## src/design/ofd_cfg.svh

```systemverilog
// Field codes, widths and reset values for the operand field decoder.
`ifndef OFD_CFG_SVH
`define OFD_CFG_SVH

// Addressing-form field codes.
`define OFD_MOD_NODISP   2'h0
`define OFD_MOD_DISP8    2'h1
`define OFD_MOD_DISP16   2'h2
`define OFD_MOD_REGISTER 2'h3

// Memory-operand field codes.
`define OFD_MEM_BW_SI    3'h0
`define OFD_MEM_BW_DI    3'h1
`define OFD_MEM_BP_SI    3'h2
`define OFD_MEM_BP_DI    3'h3
`define OFD_MEM_SI       3'h4
`define OFD_MEM_DI       3'h5
`define OFD_MEM_DIRECT   3'h6
`define OFD_MEM_BW       3'h7

// Sign-extend and size pair codes that call for a word immediate.
`define OFD_SW_WORD_A    2'h1
`define OFD_SW_WORD_B    2'h3

// Byte counts reported for displacement and immediate data.
`define OFD_BYTES_NONE   2'h0
`define OFD_BYTES_ONE    2'h1
`define OFD_BYTES_TWO    2'h2

// Position of the sign bit in a byte offset.
`define OFD_BYTE_SIGN    7

// Reset values of the registered outputs.
`define OFD_RST_WORD     16'h0000
`define OFD_RST_BYTES    2'h0
`define OFD_RST_SEG      2'h3

`endif

```

## src/design/ofd_pkg.sv

```systemverilog
// Types shared by the operand field decoder modules.
package ofd_pkg;

    typedef enum logic [3:0] {
        OFD_ACCUMULATOR_LOW   = 4'h0,
        OFD_COUNT_LOW         = 4'h1,
        OFD_DATA_LOW          = 4'h2,
        OFD_BASE_LOW          = 4'h3,
        OFD_ACCUMULATOR_HIGH  = 4'h4,
        OFD_COUNT_HIGH        = 4'h5,
        OFD_DATA_HIGH         = 4'h6,
        OFD_BASE_HIGH         = 4'h7,
        OFD_ACCUMULATOR_WORD  = 4'h8,
        OFD_COUNT_WORD        = 4'h9,
        OFD_DATA_WORD         = 4'ha,
        OFD_BASE_WORD         = 4'hb,
        OFD_STACK_POINTER     = 4'hc,
        OFD_BASE_POINTER      = 4'hd,
        OFD_SOURCE_INDEX      = 4'he,
        OFD_DESTINATION_INDEX = 4'hf
    } ofd_reg_e;

    typedef enum logic [1:0] {
        OFD_DATA_SEGMENT_ONE  = 2'h0,
        OFD_PROGRAM_SEGMENT   = 2'h1,
        OFD_STACK_SEGMENT     = 2'h2,
        OFD_DATA_SEGMENT_ZERO = 2'h3
    } ofd_seg_e;

    typedef logic [15:0] ofd_word_t;

endpackage

```

## src/design/ofd_disp_ext.sv

```systemverilog
// Displacement sizing and sign extension for the operand field decoder.
`timescale 1ns/1ps
`default_nettype none
`include "ofd_cfg.svh"

module ofd_disp_ext
    import ofd_pkg::*;
(
    input  wire logic [1:0] mode_field,
    input  wire logic       direct,
    input  wire logic [7:0] disp_lo,
    input  wire logic [7:0] disp_hi,
    output ofd_word_t       disp_word,
    output logic [1:0]      disp_bytes
);

    always_comb begin
        disp_word  = `OFD_RST_WORD;
        disp_bytes = `OFD_BYTES_NONE;
        if (direct) begin
            // A direct address always carries a full word.
            disp_word  = {disp_hi, disp_lo};
            disp_bytes = `OFD_BYTES_TWO;
        end else begin
            case (mode_field)
                `OFD_MOD_DISP8: begin
                    disp_word  = {{8{disp_lo[`OFD_BYTE_SIGN]}}, disp_lo};
                    disp_bytes = `OFD_BYTES_ONE;
                end
                `OFD_MOD_DISP16: begin
                    disp_word  = {disp_hi, disp_lo};
                    disp_bytes = `OFD_BYTES_TWO;
                end
                default: begin
                    disp_word  = `OFD_RST_WORD;
                    disp_bytes = `OFD_BYTES_NONE;
                end
            endcase
        end
    end

endmodule
`default_nettype wire

```

## src/design/ofd_decoder.sv

```systemverilog
// Operand field decoder: register, segment, address and immediate decode.
// Function
// - Form 11 makes the operand a register chosen by register field and size.
// - Size 0 picks byte registers, size 1 picks word registers, codes 000-111.
// - Segment field 00 data one, 01 program, 10 stack, 11 data zero.
// - Form 00 no displacement except 16 bits for direct code 110, 01 adds 8 bits, 10 adds 16 bits.
// - Memory codes 000-011 give base/index pairs, 100 si, 101 di, 111 bw; 110 direct at form 00, else bp.
// - Immediate is 16 bits for sign-size pair 01 or 11, else 8 bits.
// - A byte displacement is sign-extended to 16 bits before adding.
// - Displacement is 8 or 16 bits wide, chosen by the addressing form.
// - Short branch target is next address plus signed byte offset.
// - Size bit 0 means byte operation, 1 means word operation.
// - Return with pop count adds the count to the stack pointer.
`timescale 1ns/1ps
`default_nettype none
`include "ofd_cfg.svh"

module ofd_decoder
    import ofd_pkg::*;
(
    input  wire logic        CLK,
    input  wire logic        RESET_N,
    input  wire logic        DECODE_REQ,
    input  wire logic [1:0]  MODE_FIELD,
    input  wire logic [2:0]  MEM_FIELD,
    input  wire logic [2:0]  REG_FIELD,
    input  wire logic [1:0]  SEG_FIELD,
    input  wire logic        SIZE_BIT,
    input  wire logic        SIGN_BIT,
    input  wire logic [7:0]  DISP_LO,
    input  wire logic [7:0]  DISP_HI,
    input  wire logic [7:0]  BRANCH_OFFSET,
    input  wire logic [15:0] NEXT_PC,
    input  wire logic [15:0] BASE_WORD_VAL,
    input  wire logic [15:0] BASE_POINTER_VAL,
    input  wire logic [15:0] SOURCE_INDEX_VAL,
    input  wire logic [15:0] DESTINATION_INDEX_VAL,
    input  wire logic [15:0] STACK_POINTER_VAL,
    input  wire logic [15:0] POP_COUNT,
    output logic             DECODE_DONE,
    output logic             OPERAND_IS_REG,
    output logic             WORD_OP,
    output logic [3:0]       REG_SEL,
    output logic [1:0]       SEG_SEL,
    output logic             DIRECT_ADDR,
    output logic [1:0]       DISP_BYTES,
    output logic [1:0]       IMM_BYTES,
    output logic [15:0]      EFF_ADDR,
    output logic [15:0]      BRANCH_TARGET,
    output logic [15:0]      POPPED_SP
);

    ////////////////////////////////////////////////////////////////////////
    // Decoded values of the current request.
    ////////////////////////////////////////////////////////////////////////

    ofd_reg_e   dec_reg;
    ofd_seg_e   dec_seg;
    ofd_word_t  dec_base;
    ofd_word_t  dec_index;
    ofd_word_t  dec_ea;
    ofd_word_t  dec_pair;
    ofd_word_t  dec_boff;
    ofd_word_t  dec_branch;
    ofd_word_t  dec_sp;
    ofd_word_t  disp_word;
    logic       dec_is_reg;
    logic       dec_direct;
    logic [1:0] dec_imm;
    logic [1:0] disp_bytes;

    ////////////////////////////////////////////////////////////////////////
    // Output registers and their next values.
    ////////////////////////////////////////////////////////////////////////

    logic       done;
    logic       is_reg;
    logic       word_op;
    ofd_reg_e   reg_sel;
    ofd_seg_e   seg_sel;
    logic       direct;
    logic [1:0] disp_cnt;
    logic [1:0] imm_cnt;
    ofd_word_t  eff_addr;
    ofd_word_t  branch_target;
    ofd_word_t  popped_sp;

    logic       next_done;
    logic       next_is_reg;
    logic       next_word_op;
    ofd_reg_e   next_reg_sel;
    ofd_seg_e   next_seg_sel;
    logic       next_direct;
    logic [1:0] next_disp_cnt;
    logic [1:0] next_imm_cnt;
    ofd_word_t  next_eff_addr;
    ofd_word_t  next_branch_target;
    ofd_word_t  next_popped_sp;

    ////////////////////////////////////////////////////////////////////////
    // Register operand selection.
    ////////////////////////////////////////////////////////////////////////

    assign dec_is_reg = (MODE_FIELD == `OFD_MOD_REGISTER);

    // The size bit forms the top of the selector, so byte and word
    // registers never alias even though they share register codes.
    always_comb begin
        case ({SIZE_BIT, REG_FIELD})
            4'h0:    dec_reg = OFD_ACCUMULATOR_LOW;
            4'h1:    dec_reg = OFD_COUNT_LOW;
            4'h2:    dec_reg = OFD_DATA_LOW;
            4'h3:    dec_reg = OFD_BASE_LOW;
            4'h4:    dec_reg = OFD_ACCUMULATOR_HIGH;
            4'h5:    dec_reg = OFD_COUNT_HIGH;
            4'h6:    dec_reg = OFD_DATA_HIGH;
            4'h7:    dec_reg = OFD_BASE_HIGH;
            4'h8:    dec_reg = OFD_ACCUMULATOR_WORD;
            4'h9:    dec_reg = OFD_COUNT_WORD;
            4'ha:    dec_reg = OFD_DATA_WORD;
            4'hb:    dec_reg = OFD_BASE_WORD;
            4'hc:    dec_reg = OFD_STACK_POINTER;
            4'hd:    dec_reg = OFD_BASE_POINTER;
            4'he:    dec_reg = OFD_SOURCE_INDEX;
            default: dec_reg = OFD_DESTINATION_INDEX;
        endcase
    end

    ////////////////////////////////////////////////////////////////////////
    // Segment selection.
    ////////////////////////////////////////////////////////////////////////

    always_comb begin
        case (SEG_FIELD)
            2'h0:    dec_seg = OFD_DATA_SEGMENT_ONE;
            2'h1:    dec_seg = OFD_PROGRAM_SEGMENT;
            2'h2:    dec_seg = OFD_STACK_SEGMENT;
            default: dec_seg = OFD_DATA_SEGMENT_ZERO;
        endcase
    end

    ////////////////////////////////////////////////////////////////////////
    // Memory operand base, index and displacement.
    ////////////////////////////////////////////////////////////////////////

    // Code 110 with form 00 has no base register at all; the two
    // displacement bytes are then the whole offset.
    assign dec_direct = !dec_is_reg
                        && (MEM_FIELD == `OFD_MEM_DIRECT)
                        && (MODE_FIELD == `OFD_MOD_NODISP);

    always_comb begin
        dec_base  = `OFD_RST_WORD;
        dec_index = `OFD_RST_WORD;
        case (MEM_FIELD)
            `OFD_MEM_BW_SI: begin
                dec_base  = BASE_WORD_VAL;
                dec_index = SOURCE_INDEX_VAL;
            end
            `OFD_MEM_BW_DI: begin
                dec_base  = BASE_WORD_VAL;
                dec_index = DESTINATION_INDEX_VAL;
            end
            `OFD_MEM_BP_SI: begin
                dec_base  = BASE_POINTER_VAL;
                dec_index = SOURCE_INDEX_VAL;
            end
            `OFD_MEM_BP_DI: begin
                dec_base  = BASE_POINTER_VAL;
                dec_index = DESTINATION_INDEX_VAL;
            end
            `OFD_MEM_SI: begin
                dec_base  = SOURCE_INDEX_VAL;
            end
            `OFD_MEM_DI: begin
                dec_base  = DESTINATION_INDEX_VAL;
            end
            `OFD_MEM_DIRECT: begin
                // The direct form has no base; the displacement is the address.
                dec_base  = dec_direct ? `OFD_RST_WORD : BASE_POINTER_VAL;
            end
            default: begin
                dec_base  = BASE_WORD_VAL;
            end
        endcase
    end

    // Register operands reach this path too; their results are masked at capture.
    ofd_disp_ext u_disp_ext (
        .mode_field (MODE_FIELD),
        .direct     (dec_direct),
        .disp_lo    (DISP_LO),
        .disp_hi    (DISP_HI),
        .disp_word  (disp_word),
        .disp_bytes (disp_bytes)
    );

    // Offsets wrap within the 64K segment, so the carry out is dropped.
    // The displacement is added last, after the base and index pair.
    assign dec_pair = dec_base + dec_index;
    assign dec_ea   = dec_pair + disp_word;

    ////////////////////////////////////////////////////////////////////////
    // Immediate width, short branch and stack release.
    ////////////////////////////////////////////////////////////////////////

    // The sign-extend bit never changes the width of the immediate; only
    // the size bit does, so a byte immediate stays one byte either way.
    always_comb begin
        case ({SIGN_BIT, SIZE_BIT})
            `OFD_SW_WORD_A: dec_imm = `OFD_BYTES_TWO;
            `OFD_SW_WORD_B: dec_imm = `OFD_BYTES_TWO;
            default:        dec_imm = `OFD_BYTES_ONE;
        endcase
    end

    // NEXT_PC must already point past the whole branch instruction.
    // The offset is widened first so that a backward branch borrows
    // through the upper byte of the address.
    assign dec_boff   = {{8{BRANCH_OFFSET[`OFD_BYTE_SIGN]}}, BRANCH_OFFSET};
    assign dec_branch = NEXT_PC + dec_boff;

    // A count of 64K and a count of zero both leave the pointer unchanged,
    // because the sum wraps at 16 bits.
    assign dec_sp = STACK_POINTER_VAL + POP_COUNT;

    ////////////////////////////////////////////////////////////////////////
    // Capture on request; results hold until the next request.
    ////////////////////////////////////////////////////////////////////////

    // Outputs other than DECODE_DONE hold between requests, so a consumer that is a cycle late
    // still finds the last decode.
    always_comb begin
        next_done          = DECODE_REQ;
        next_is_reg        = is_reg;
        next_word_op       = word_op;
        next_reg_sel       = reg_sel;
        next_seg_sel       = seg_sel;
        next_direct        = direct;
        next_disp_cnt      = disp_cnt;
        next_imm_cnt       = imm_cnt;
        next_eff_addr      = eff_addr;
        next_branch_target = branch_target;
        next_popped_sp     = popped_sp;
        if (DECODE_REQ) begin
            next_is_reg        = dec_is_reg;
            next_word_op       = SIZE_BIT;
            next_reg_sel       = dec_reg;
            next_seg_sel       = dec_seg;
            next_imm_cnt       = dec_imm;
            next_branch_target = dec_branch;
            next_popped_sp     = dec_sp;
            // A register operand has no address, so its address outputs clear.
            next_direct        = dec_is_reg ? 1'b0 : dec_direct;
            next_disp_cnt      = dec_is_reg ? `OFD_BYTES_NONE : disp_bytes;
            next_eff_addr      = dec_is_reg ? `OFD_RST_WORD : dec_ea;
        end
    end

    // Reset leaves data segment zero selected, the usual default for memory operands.
    always_ff @(posedge CLK or negedge RESET_N) begin
        if (!RESET_N) begin
            done          <= 1'b0;
            is_reg        <= 1'b0;
            word_op       <= 1'b0;
            reg_sel       <= OFD_ACCUMULATOR_LOW;
            seg_sel       <= OFD_DATA_SEGMENT_ZERO;
            direct        <= 1'b0;
            disp_cnt      <= `OFD_RST_BYTES;
            imm_cnt       <= `OFD_RST_BYTES;
            eff_addr      <= `OFD_RST_WORD;
            branch_target <= `OFD_RST_WORD;
            popped_sp     <= `OFD_RST_WORD;
        end else begin
            done          <= next_done;
            is_reg        <= next_is_reg;
            word_op       <= next_word_op;
            reg_sel       <= next_reg_sel;
            seg_sel       <= next_seg_sel;
            direct        <= next_direct;
            disp_cnt      <= next_disp_cnt;
            imm_cnt       <= next_imm_cnt;
            eff_addr      <= next_eff_addr;
            branch_target <= next_branch_target;
            popped_sp     <= next_popped_sp;
        end
    end

    ////////////////////////////////////////////////////////////////////////
    // Output ports.
    ////////////////////////////////////////////////////////////////////////

    assign DECODE_DONE    = done;
    assign OPERAND_IS_REG = is_reg;
    assign WORD_OP        = word_op;
    assign REG_SEL        = reg_sel;
    assign SEG_SEL        = seg_sel;
    assign DIRECT_ADDR    = direct;
    assign DISP_BYTES     = disp_cnt;
    assign IMM_BYTES      = imm_cnt;
    assign EFF_ADDR       = eff_addr;
    assign BRANCH_TARGET  = branch_target;
    assign POPPED_SP      = popped_sp;

endmodule
`default_nettype wire

```

## config.mk

```make
export PLATFORM = sky130hd
export DESIGN_NAME = ofd_decoder
export DESIGN_NICKNAME = d
export VERILOG_FILES = /design/src/design/ofd_pkg.sv /design/src/design/ofd_disp_ext.sv /design/src/design/ofd_decoder.sv
export VERILOG_INCLUDE_DIRS = /design/src /design/src/design
export SDC_FILE = /design/constraint.sdc
export NUM_CORES = 1
export LEC_CHECK = 0
export CAP_MARGIN = 25
export CORE_UTILIZATION = 51
export CTS_CLUSTER_DIAMETER = 100
export DETAILED_ROUTE_END_ITERATION = 10
export DONT_BUFFER_PORTS = 1
export GPL_TIMING_DRIVEN = 0
export PLACE_DENSITY = 0.66
export SETUP_SLACK_MARGIN = 0.5
export SLEW_MARGIN = 20
export SYNTH_ARGS = -nofsm -noshare
export SYNTH_HDL_FRONTEND = slang
export SYNTH_SLANG_ARGS = --single-unit
```

## constraint.sdc

```tcl
create_clock -name CLK -period 2 [get_ports CLK]
set_clock_uncertainty 0.15 [all_clocks]
set_input_delay 0.3 -clock CLK [delete_from_list [all_inputs] [get_ports CLK]]
set_output_delay 0.3 -clock CLK [all_outputs]
set_load 0.01 [all_outputs]
```

==> flow_summary.yaml, run 1 <==
grt:
  track_usage_pct: 26.3
  grt_pass1_vias: 4974
  overflow: 0
  grt_max_degree: 62
  grt_first_pass_wirelength_um: 23500
  grt_antenna_before_repair: 0
setup_path:
  start_kind: "input port"
  cp_slowest_cell: "fa_1"
  crit_chain: "inv_16, ha_4, nor2b_4, o21ai_2, and2_1, clkbuf_8, a22o_1, o21ai_2, fa_1, inv_2, ha_4, fa_2, a211oi_4, o21a_1, o31ai_4, nand3_2, o21ai_1, or3_1, nand3_1"
  worst-path-stages: 19
  slowest_delay_ns: 0.50
  critical_path_class: "input port to flop"
  critPathMaxFanout: 6
  cp_num_buf_inv: 3
  cp.arrival_ns: 3.42
  worst_r2r_path_depth: 3
  required_ns: 2.14
  critPathCaptureType: "flop"
  cp_top_family: "adder cells"
flow_run:
  max_cap_violations: 0
floorplan:
  rows: 37
  die_y_um: 107
  fp.dieArea_um2: 11300
  io_pins: 213
  coreArea_um2: 10500
  start_util_pct: 53.3
  die_x_um: 107
worst_hold_path:
  hold_class: "input port to asynchronous set/reset pin"
yosys:
  synthFlopType: "dfrtp_1"
  synth_area_leaders: "dfrtp_1 26%, ha_1 11%, fa_1 6.5%"
  synth_cell_types: 54
  synth_seq_cells: 61
  syn_avg_cell_area_um2: 9.03
  synth-async-reset-ratio_pct: 100
  synth_top_area_share_pct: 26.5
  syn_area_um2: 5570
  syn_inst: 617
  syn_nets: 835
  synth-edff-count: 0
  synth_top_cell_by_area: "dfrtp_1"
  ys_seq_area_share_pct: 27.4
  yosysWarnings: 0
clocking:
  htreeDepth: 3
  cts_tree: "yes"
  root_buffer: "clkbuf_8"
  cts.sinks: 61
  hold_buffers: 7
  numCtsBuffers: 9
  insertion_delay_ns: 0.35
  clockBufferDepth: 2
  path_clk_slew_ns: 0.07
timing:
  tightest_slew_ns: 0.761
  slew_viol_final: 0
  rsz0062_at_grt: "yes"
  clock.fmax_ghz: 0.305
  relSlewSlack_pct: 48.7
  setup_tns_ns: -14.21
  hold_violations: 61
  setup_violations: 15
  setup_slack_ns: -1.28
  period_share_pct: 164
  fin_hold_ws_ns: -0.517
  period_needed_ns: 3.28
final_layout:
  layout_commonest_cell: "dfrtp_1"
  final_nets: 908
  diodes: 0
  post-route-util_pct: 70.4
  synthToLayoutAreaGrowth_pct: 32.1
  drive_gt1_share_pct: 34.7
  layout_common_cells: "59 x dfrtp_1, 43 x nand2_1, 42 x inv_1, 35 x buf_4, 26 x ha_4"
status:
  status: "finished, violations left"
  violations: "hold timing, setup timing"
routing:
  vias_per_cell: 5.96
  routedWlPerCell_um: 19.0
  drtIter0Drc: 199
  drt-total-wl_um: 15700
  drc_errors: 0
  ant_nets: 0
  vias: 4951
  drt_pass1_iterations: 4
power_and_ir_drop:
  ir_drop_v: 0.000371
  p_leak_nw: 3.23
  p_per_area_nw_per_um2: 712
placed_design:
  post-place-ws_ns: -1.75
  dpl.hpwl_um: 11500
  io_buffers: 0
  place.gp.congestion: 0.840
## Yosys cell counts (16+ instances only)
library cell / n
a22o_1: 23
o21ai_0: 50
xnor2_1: 25
mux2_2: 25
a21oi_1: 31
ha_1: 49
nor2_1: 28
dfrtp_1: 59
o21a_1: 16
o22ai_1: 17
fa_1: 18
nand2_1: 47
mux2i_1: 16
inv_1: 53
clkbuf_1: 19
## through the flow
step | power, W | instances | cell area [µm²]
after detailed placement | 0.00368 | 753 | 6150
after global placement | 0.00363 | 753 | 6150
final | 0.00525 | 831 | 7360
after global routing | 0.00556 | 831 | 7360
after floorplan | 0.00328 | 617 | 5980
after CTS | 0.00495 | 809 | 6860
## registers in the layout, indices dropped and copies added (netlist names)
register / count
DISP_BYTES: 2
REG_SEL: 3
BRANCH_TARGET: 16
IMM_BYTES: 2
WORD_OP: 1
POPPED_SP: 16
SEG_SEL: 2
OPERAND_IS_REG: 1
DIRECT_ADDR: 1
DECODE_DONE: 1
EFF_ADDR: 16
## power breakdown
part	switching (W)	internal, W
clock network	0.000499	0.000549
registers	0.000369	0.00151
logic	0.00110	0.00122
## logic make-up (layout without fill, tap and decap cells)
kind of cell,Yosys count,count (layout),share of synthesized area (%)
AND/OR/NAND/NOR,131,131,11.6
adder cells (fa/ha/maj),67,67,17.5
flip-flops,61,61,27.4
buffers and inverters,78,156,5.52
XOR/XNOR,35,35,5.50
multiplexers,42,42,8.13
AO/OA/AOI/OAI,203,203,24.3
## routing by layer
layer	GRT usage [%]	up-vias	wire (µm)
met5	0	-	0
met4	9.00	0	371
met3	5.82	32	1180
met2	49.3	200	8100
met1	29.1	2354	6100
li1	-	2365	-
## what timing repair did
item	CTS	global route
gates cloned	0	1
endpoints found under the hold margin	70	61
setup buffers	33	21
pin swaps	72	50
setup endpoints to repair	33	45
resized for setup	49	75
## final timing paths
kind / from / end / slack [ns]
max: MODE_FIELD[1] / EFF_ADDR[15]$_DFFE_PN0P_ / -1.28
min: RESET_N / POPPED_SP[3]$_DFFE_PN0P_ / -0.52
max reg2reg: BRANCH_TARGET[14]$_DFFE_PN0P_ / BRANCH_TARGET[14]$_DFFE_PN0P_ / 0.90
min reg2reg: BRANCH_TARGET[12]$_DFFE_PN0P_ / BRANCH_TARGET[12]$_DFFE_PN0P_ / 0.42
max in group asynchronous: RESET_N / SEG_SEL[1]$_DFFE_PN1P_ / 2.01
min in group CLK: MODE_FIELD[1] / DISP_BYTES[1]$_DFFE_PN0P_ / 0.02
## area by class of cell
class | count | area [µm²]
inverter | 53 | 231
sequential | 61 | 1530
buffer | 25 | 155
timing repair buffer | 62 | 566
multi-input combinational | 478 | 4520
fill | 809 | 3100
clock inverter | 3 | 20.0
clock buffer | 13 | 169
tap | 136 | 170
No activity file was read; power rests on OpenSTA's default activity.
==> run 2, diff against run 1 <==
CTS_CLUSTER_DIAMETER = 50   (was 100)
clock period = 3.8 ns   (was 2 ns; I/O delays follow)
==> run 2 against run 1 <==
Against the previous run:
- the run now ends clean
- critical path depth down 1
- largest power group unchanged
- combinational power down 56%
- routed wire length down 7.8%
- largest cell class unchanged
- first-iteration DRC count up 34%
- critical endpoint is now EFF_ADDR[14]$_DFFE_PN0P_
- design area down 12%
- worst setup slack better by 1.6 ns
- sequential share of layout area up 2.9 points
- count of clock-buffer cells in the layout up 1
- final cell count down 5.2%
- core utilization down 8.7 points
==> flow_summary.yaml, run 2 (synthesis gave the netlist of run 1 again) <==
power_and_ir_drop:
  switching_share_pct: 36.9
  p_leak_nw: 2.91
  p_comb_share_pct: 39.5
  ir_drop_v: 0.000236
  p_per_area_nw_per_um2: 397
  p_int_w: 0.00162
  pwr-share-seq_pct: 38.4
  switchingPower_w: 0.000946
  p_clk_share_pct: 22.1
floorplan:
  coreArea_um2: 10500
  rows: 37
  io_pins: 213
  fp.dieArea_um2: 11300
  start_util_pct: 53.3
  die_x_um: 107
  die_y_um: 107
setup_path:
  start_kind: "input port"
  r2r_start: "POPPED_SP[14]$_DFFE_PN0P_"
  cp.arrival_ns: 3.64
  required_ns: 3.93
  r2r_slack_ns: 2.68
  critPathMaxFanout: 7
  critical_path_class: "input port to flop"
  rr_endpoint: "POPPED_SP[14]$_DFFE_PN0P_"
  worst_r2r_path_depth: 3
  critPathCaptureType: "flop"
  crit_start: "MODE_FIELD[0]"
final_layout:
  final_nets: 865
  regArea_um2: 1530
  diodes: 0
  fillCellCount: 908
  multi_input_area_um2: 4000
  drive_gt1_share_pct: 20.1
  synthToLayoutAreaGrowth_pct: 15.9
  finalNonFillerCells: 788
  final_area_um2: 6450
  layout_common_cells: "59 x dfrtp_1, 46 x nand2_1, 44 x inv_1, 39 x ha_1, 36 x o21ai_0"
  layout_commonest_cell: "dfrtp_1"
timing:
  setup_slack_ns: 0.294
  fin_hold_ws_ns: 0.100
  slew_viol_final: 0
  hold_violations: 0
  clock.fmax_ghz: 0.285
  period_share_pct: 92.3
  tightest_slew_ns: 0.742
  setup_tns_ns: 0
  rsz0062_at_grt: "yes"
  period_needed_ns: 3.51
  setup_violations: 0
  relSlewSlack_pct: 50.5
placed_design:
  placed_cell_area_um2: 5920
  dpl.hpwl_um: 11400
  post-place-ws_ns: -0.236
  dp_cells: 753
  place.gp.congestion: 0.860
  io_buffers: 0
routing:
  routedWlPerCell_um: 18.4
  ant_nets: 0
  vias_per_cell: 5.90
  vias: 4652
  drc_errors: 0
  drt_pass1_iterations: 4
  drtIter0Drc: 267
  drt-total-wl_um: 14500
worst_hold_path:
  hold_class: "input port to flop"
  hp-start: "DECODE_REQ"
  min_to: "DECODE_DONE$_DFF_PN0_"
  hold_depth: 0
clocking:
  cts_tree: "yes"
  clockBufferDepth: 2
  htreeDepth: 3
  path_clk_slew_ns: 0.07
  insertion_delay_ns: 0.34
  cts.sinks: 61
  root_buffer: "clkbuf_8"
  numCtsBuffers: 9
grt:
  track_usage_pct: 25.4
  grt_max_degree: 62
  grt_first_pass_wirelength_um: 22600
  grt_antenna_before_repair: 0
  grt_pass1_vias: 4686
  overflow: 0
flow_run:
  max_cap_violations: 0
status:
  status: "complete, no violations"
## run 2: changes by cell type in the layout (fill, tap and decap cells not counted), moves of 12 or more
| cell | delta |
|---|---|
| buf_4 | -20 |
| buf_6 | -19 |
| ha_1 | +18 |
| ha_4 | -16 |
| mux2_2 | +12 |
| mux2_4 | -12 |
## run 2: worst max path at each step
| stage | to | slack [ns] | depth (start not counted) |
|---|---|---|---|
| 2_1_floorplan | EFF_ADDR[15]$_DFFE_PN0P_ | 0.04 | 19 |
| 3_3_place_gp | EFF_ADDR[15]$_DFFE_PN0P_ | -0.23 | 18 |
| 3_5_place_dp | EFF_ADDR[15]$_DFFE_PN0P_ | -0.24 | 18 |
| 4_1_cts | EFF_ADDR[15]$_DFFE_PN0P_ | 0.25 | 19 |
| 5_1_grt | EFF_ADDR[14]$_DFFE_PN0P_ | 0.16 | 18 |
| 6_report | EFF_ADDR[14]$_DFFE_PN0P_ | 0.29 | 18 |
## run 2: final cells by class
| cell class | count | share of cell area [%] |
|---|---|---|
| buffer | 25 | 2.27 |
| tap | 136 | 2.64 |
| multi-input combinational | 478 | 62.0 |
| clock inverter | 2 | 0.543 |
| timing repair buffer | 19 | 3.00 |
| inverter | 53 | 3.53 |
| sequential | 61 | 23.7 |
| clock buffer | 14 | 2.36 |
## run 2: what timing repair did
| action | 4_1_cts | 5_1_grt |
|---|---|---|
| endpoints found under the setup margin | 8 | 10 |
| hold buffers | 2 | 0 |
| gates cloned | 0 | 1 |
| resized for setup | 15 | 32 |
| buffers inserted | 7 | 9 |
| endpoints found under the hold margin | 61 | 0 |
| pin swaps | 15 | 21 |
## run 2: through the flow
| stage | util (%) | total power [W] |
|---|---|---|
| detailed placement | 56.6 | 0.00189 |
| global route | 61.7 | 0.00274 |
| CTS | 59.9 | 0.00252 |
| floorplan | - | 0.00169 |
| finish | 61.7 | 0.00256 |
| global placement | 56.6 | 0.00187 |
## run 2: worst max-delay path: stages
cell and delay (ns):
inv_16 0.02, ha_4 0.14, nor2b_4 0.12, o21ai_2 0.12
and2_4 0.16, buf_8 0.12, clkbuf_16 0.14, a22o_1 0.12
o21ai_0 0.12, fa_1 0.55, inv_1 0.04, ha_1 0.37
nand2_1 0.11, nand2b_1 0.09, o311a_1 0.24, nor4b_4 0.07
or4_1 0.47, nand3_1 0.08
## run 2: power by group through the flow
stage	Combinational, W	Sequential, W	Clock (W)
2_1_floorplan	0.000748	0.000946	0
3_3_place_gp	0.000871	0.000996	0
3_5_place_dp	0.000893	0.00100	0
4_1_cts	0.000949	0.000990	0.000576
5_1_grt	0.00113	0.00100	0.000601
6_report	0.00101	0.000983	0.000566
## run 2: routing by layer
layer  track usage (%)  vias to the layer above  share of wire [%]
li1                  -                     2286                  -
met1              29.0                     2151                 40
met2              47.0                      200                 51
met3              5.52                       15                7.6
met4              7.44                        0                1.6
met5                 0                        -                  0
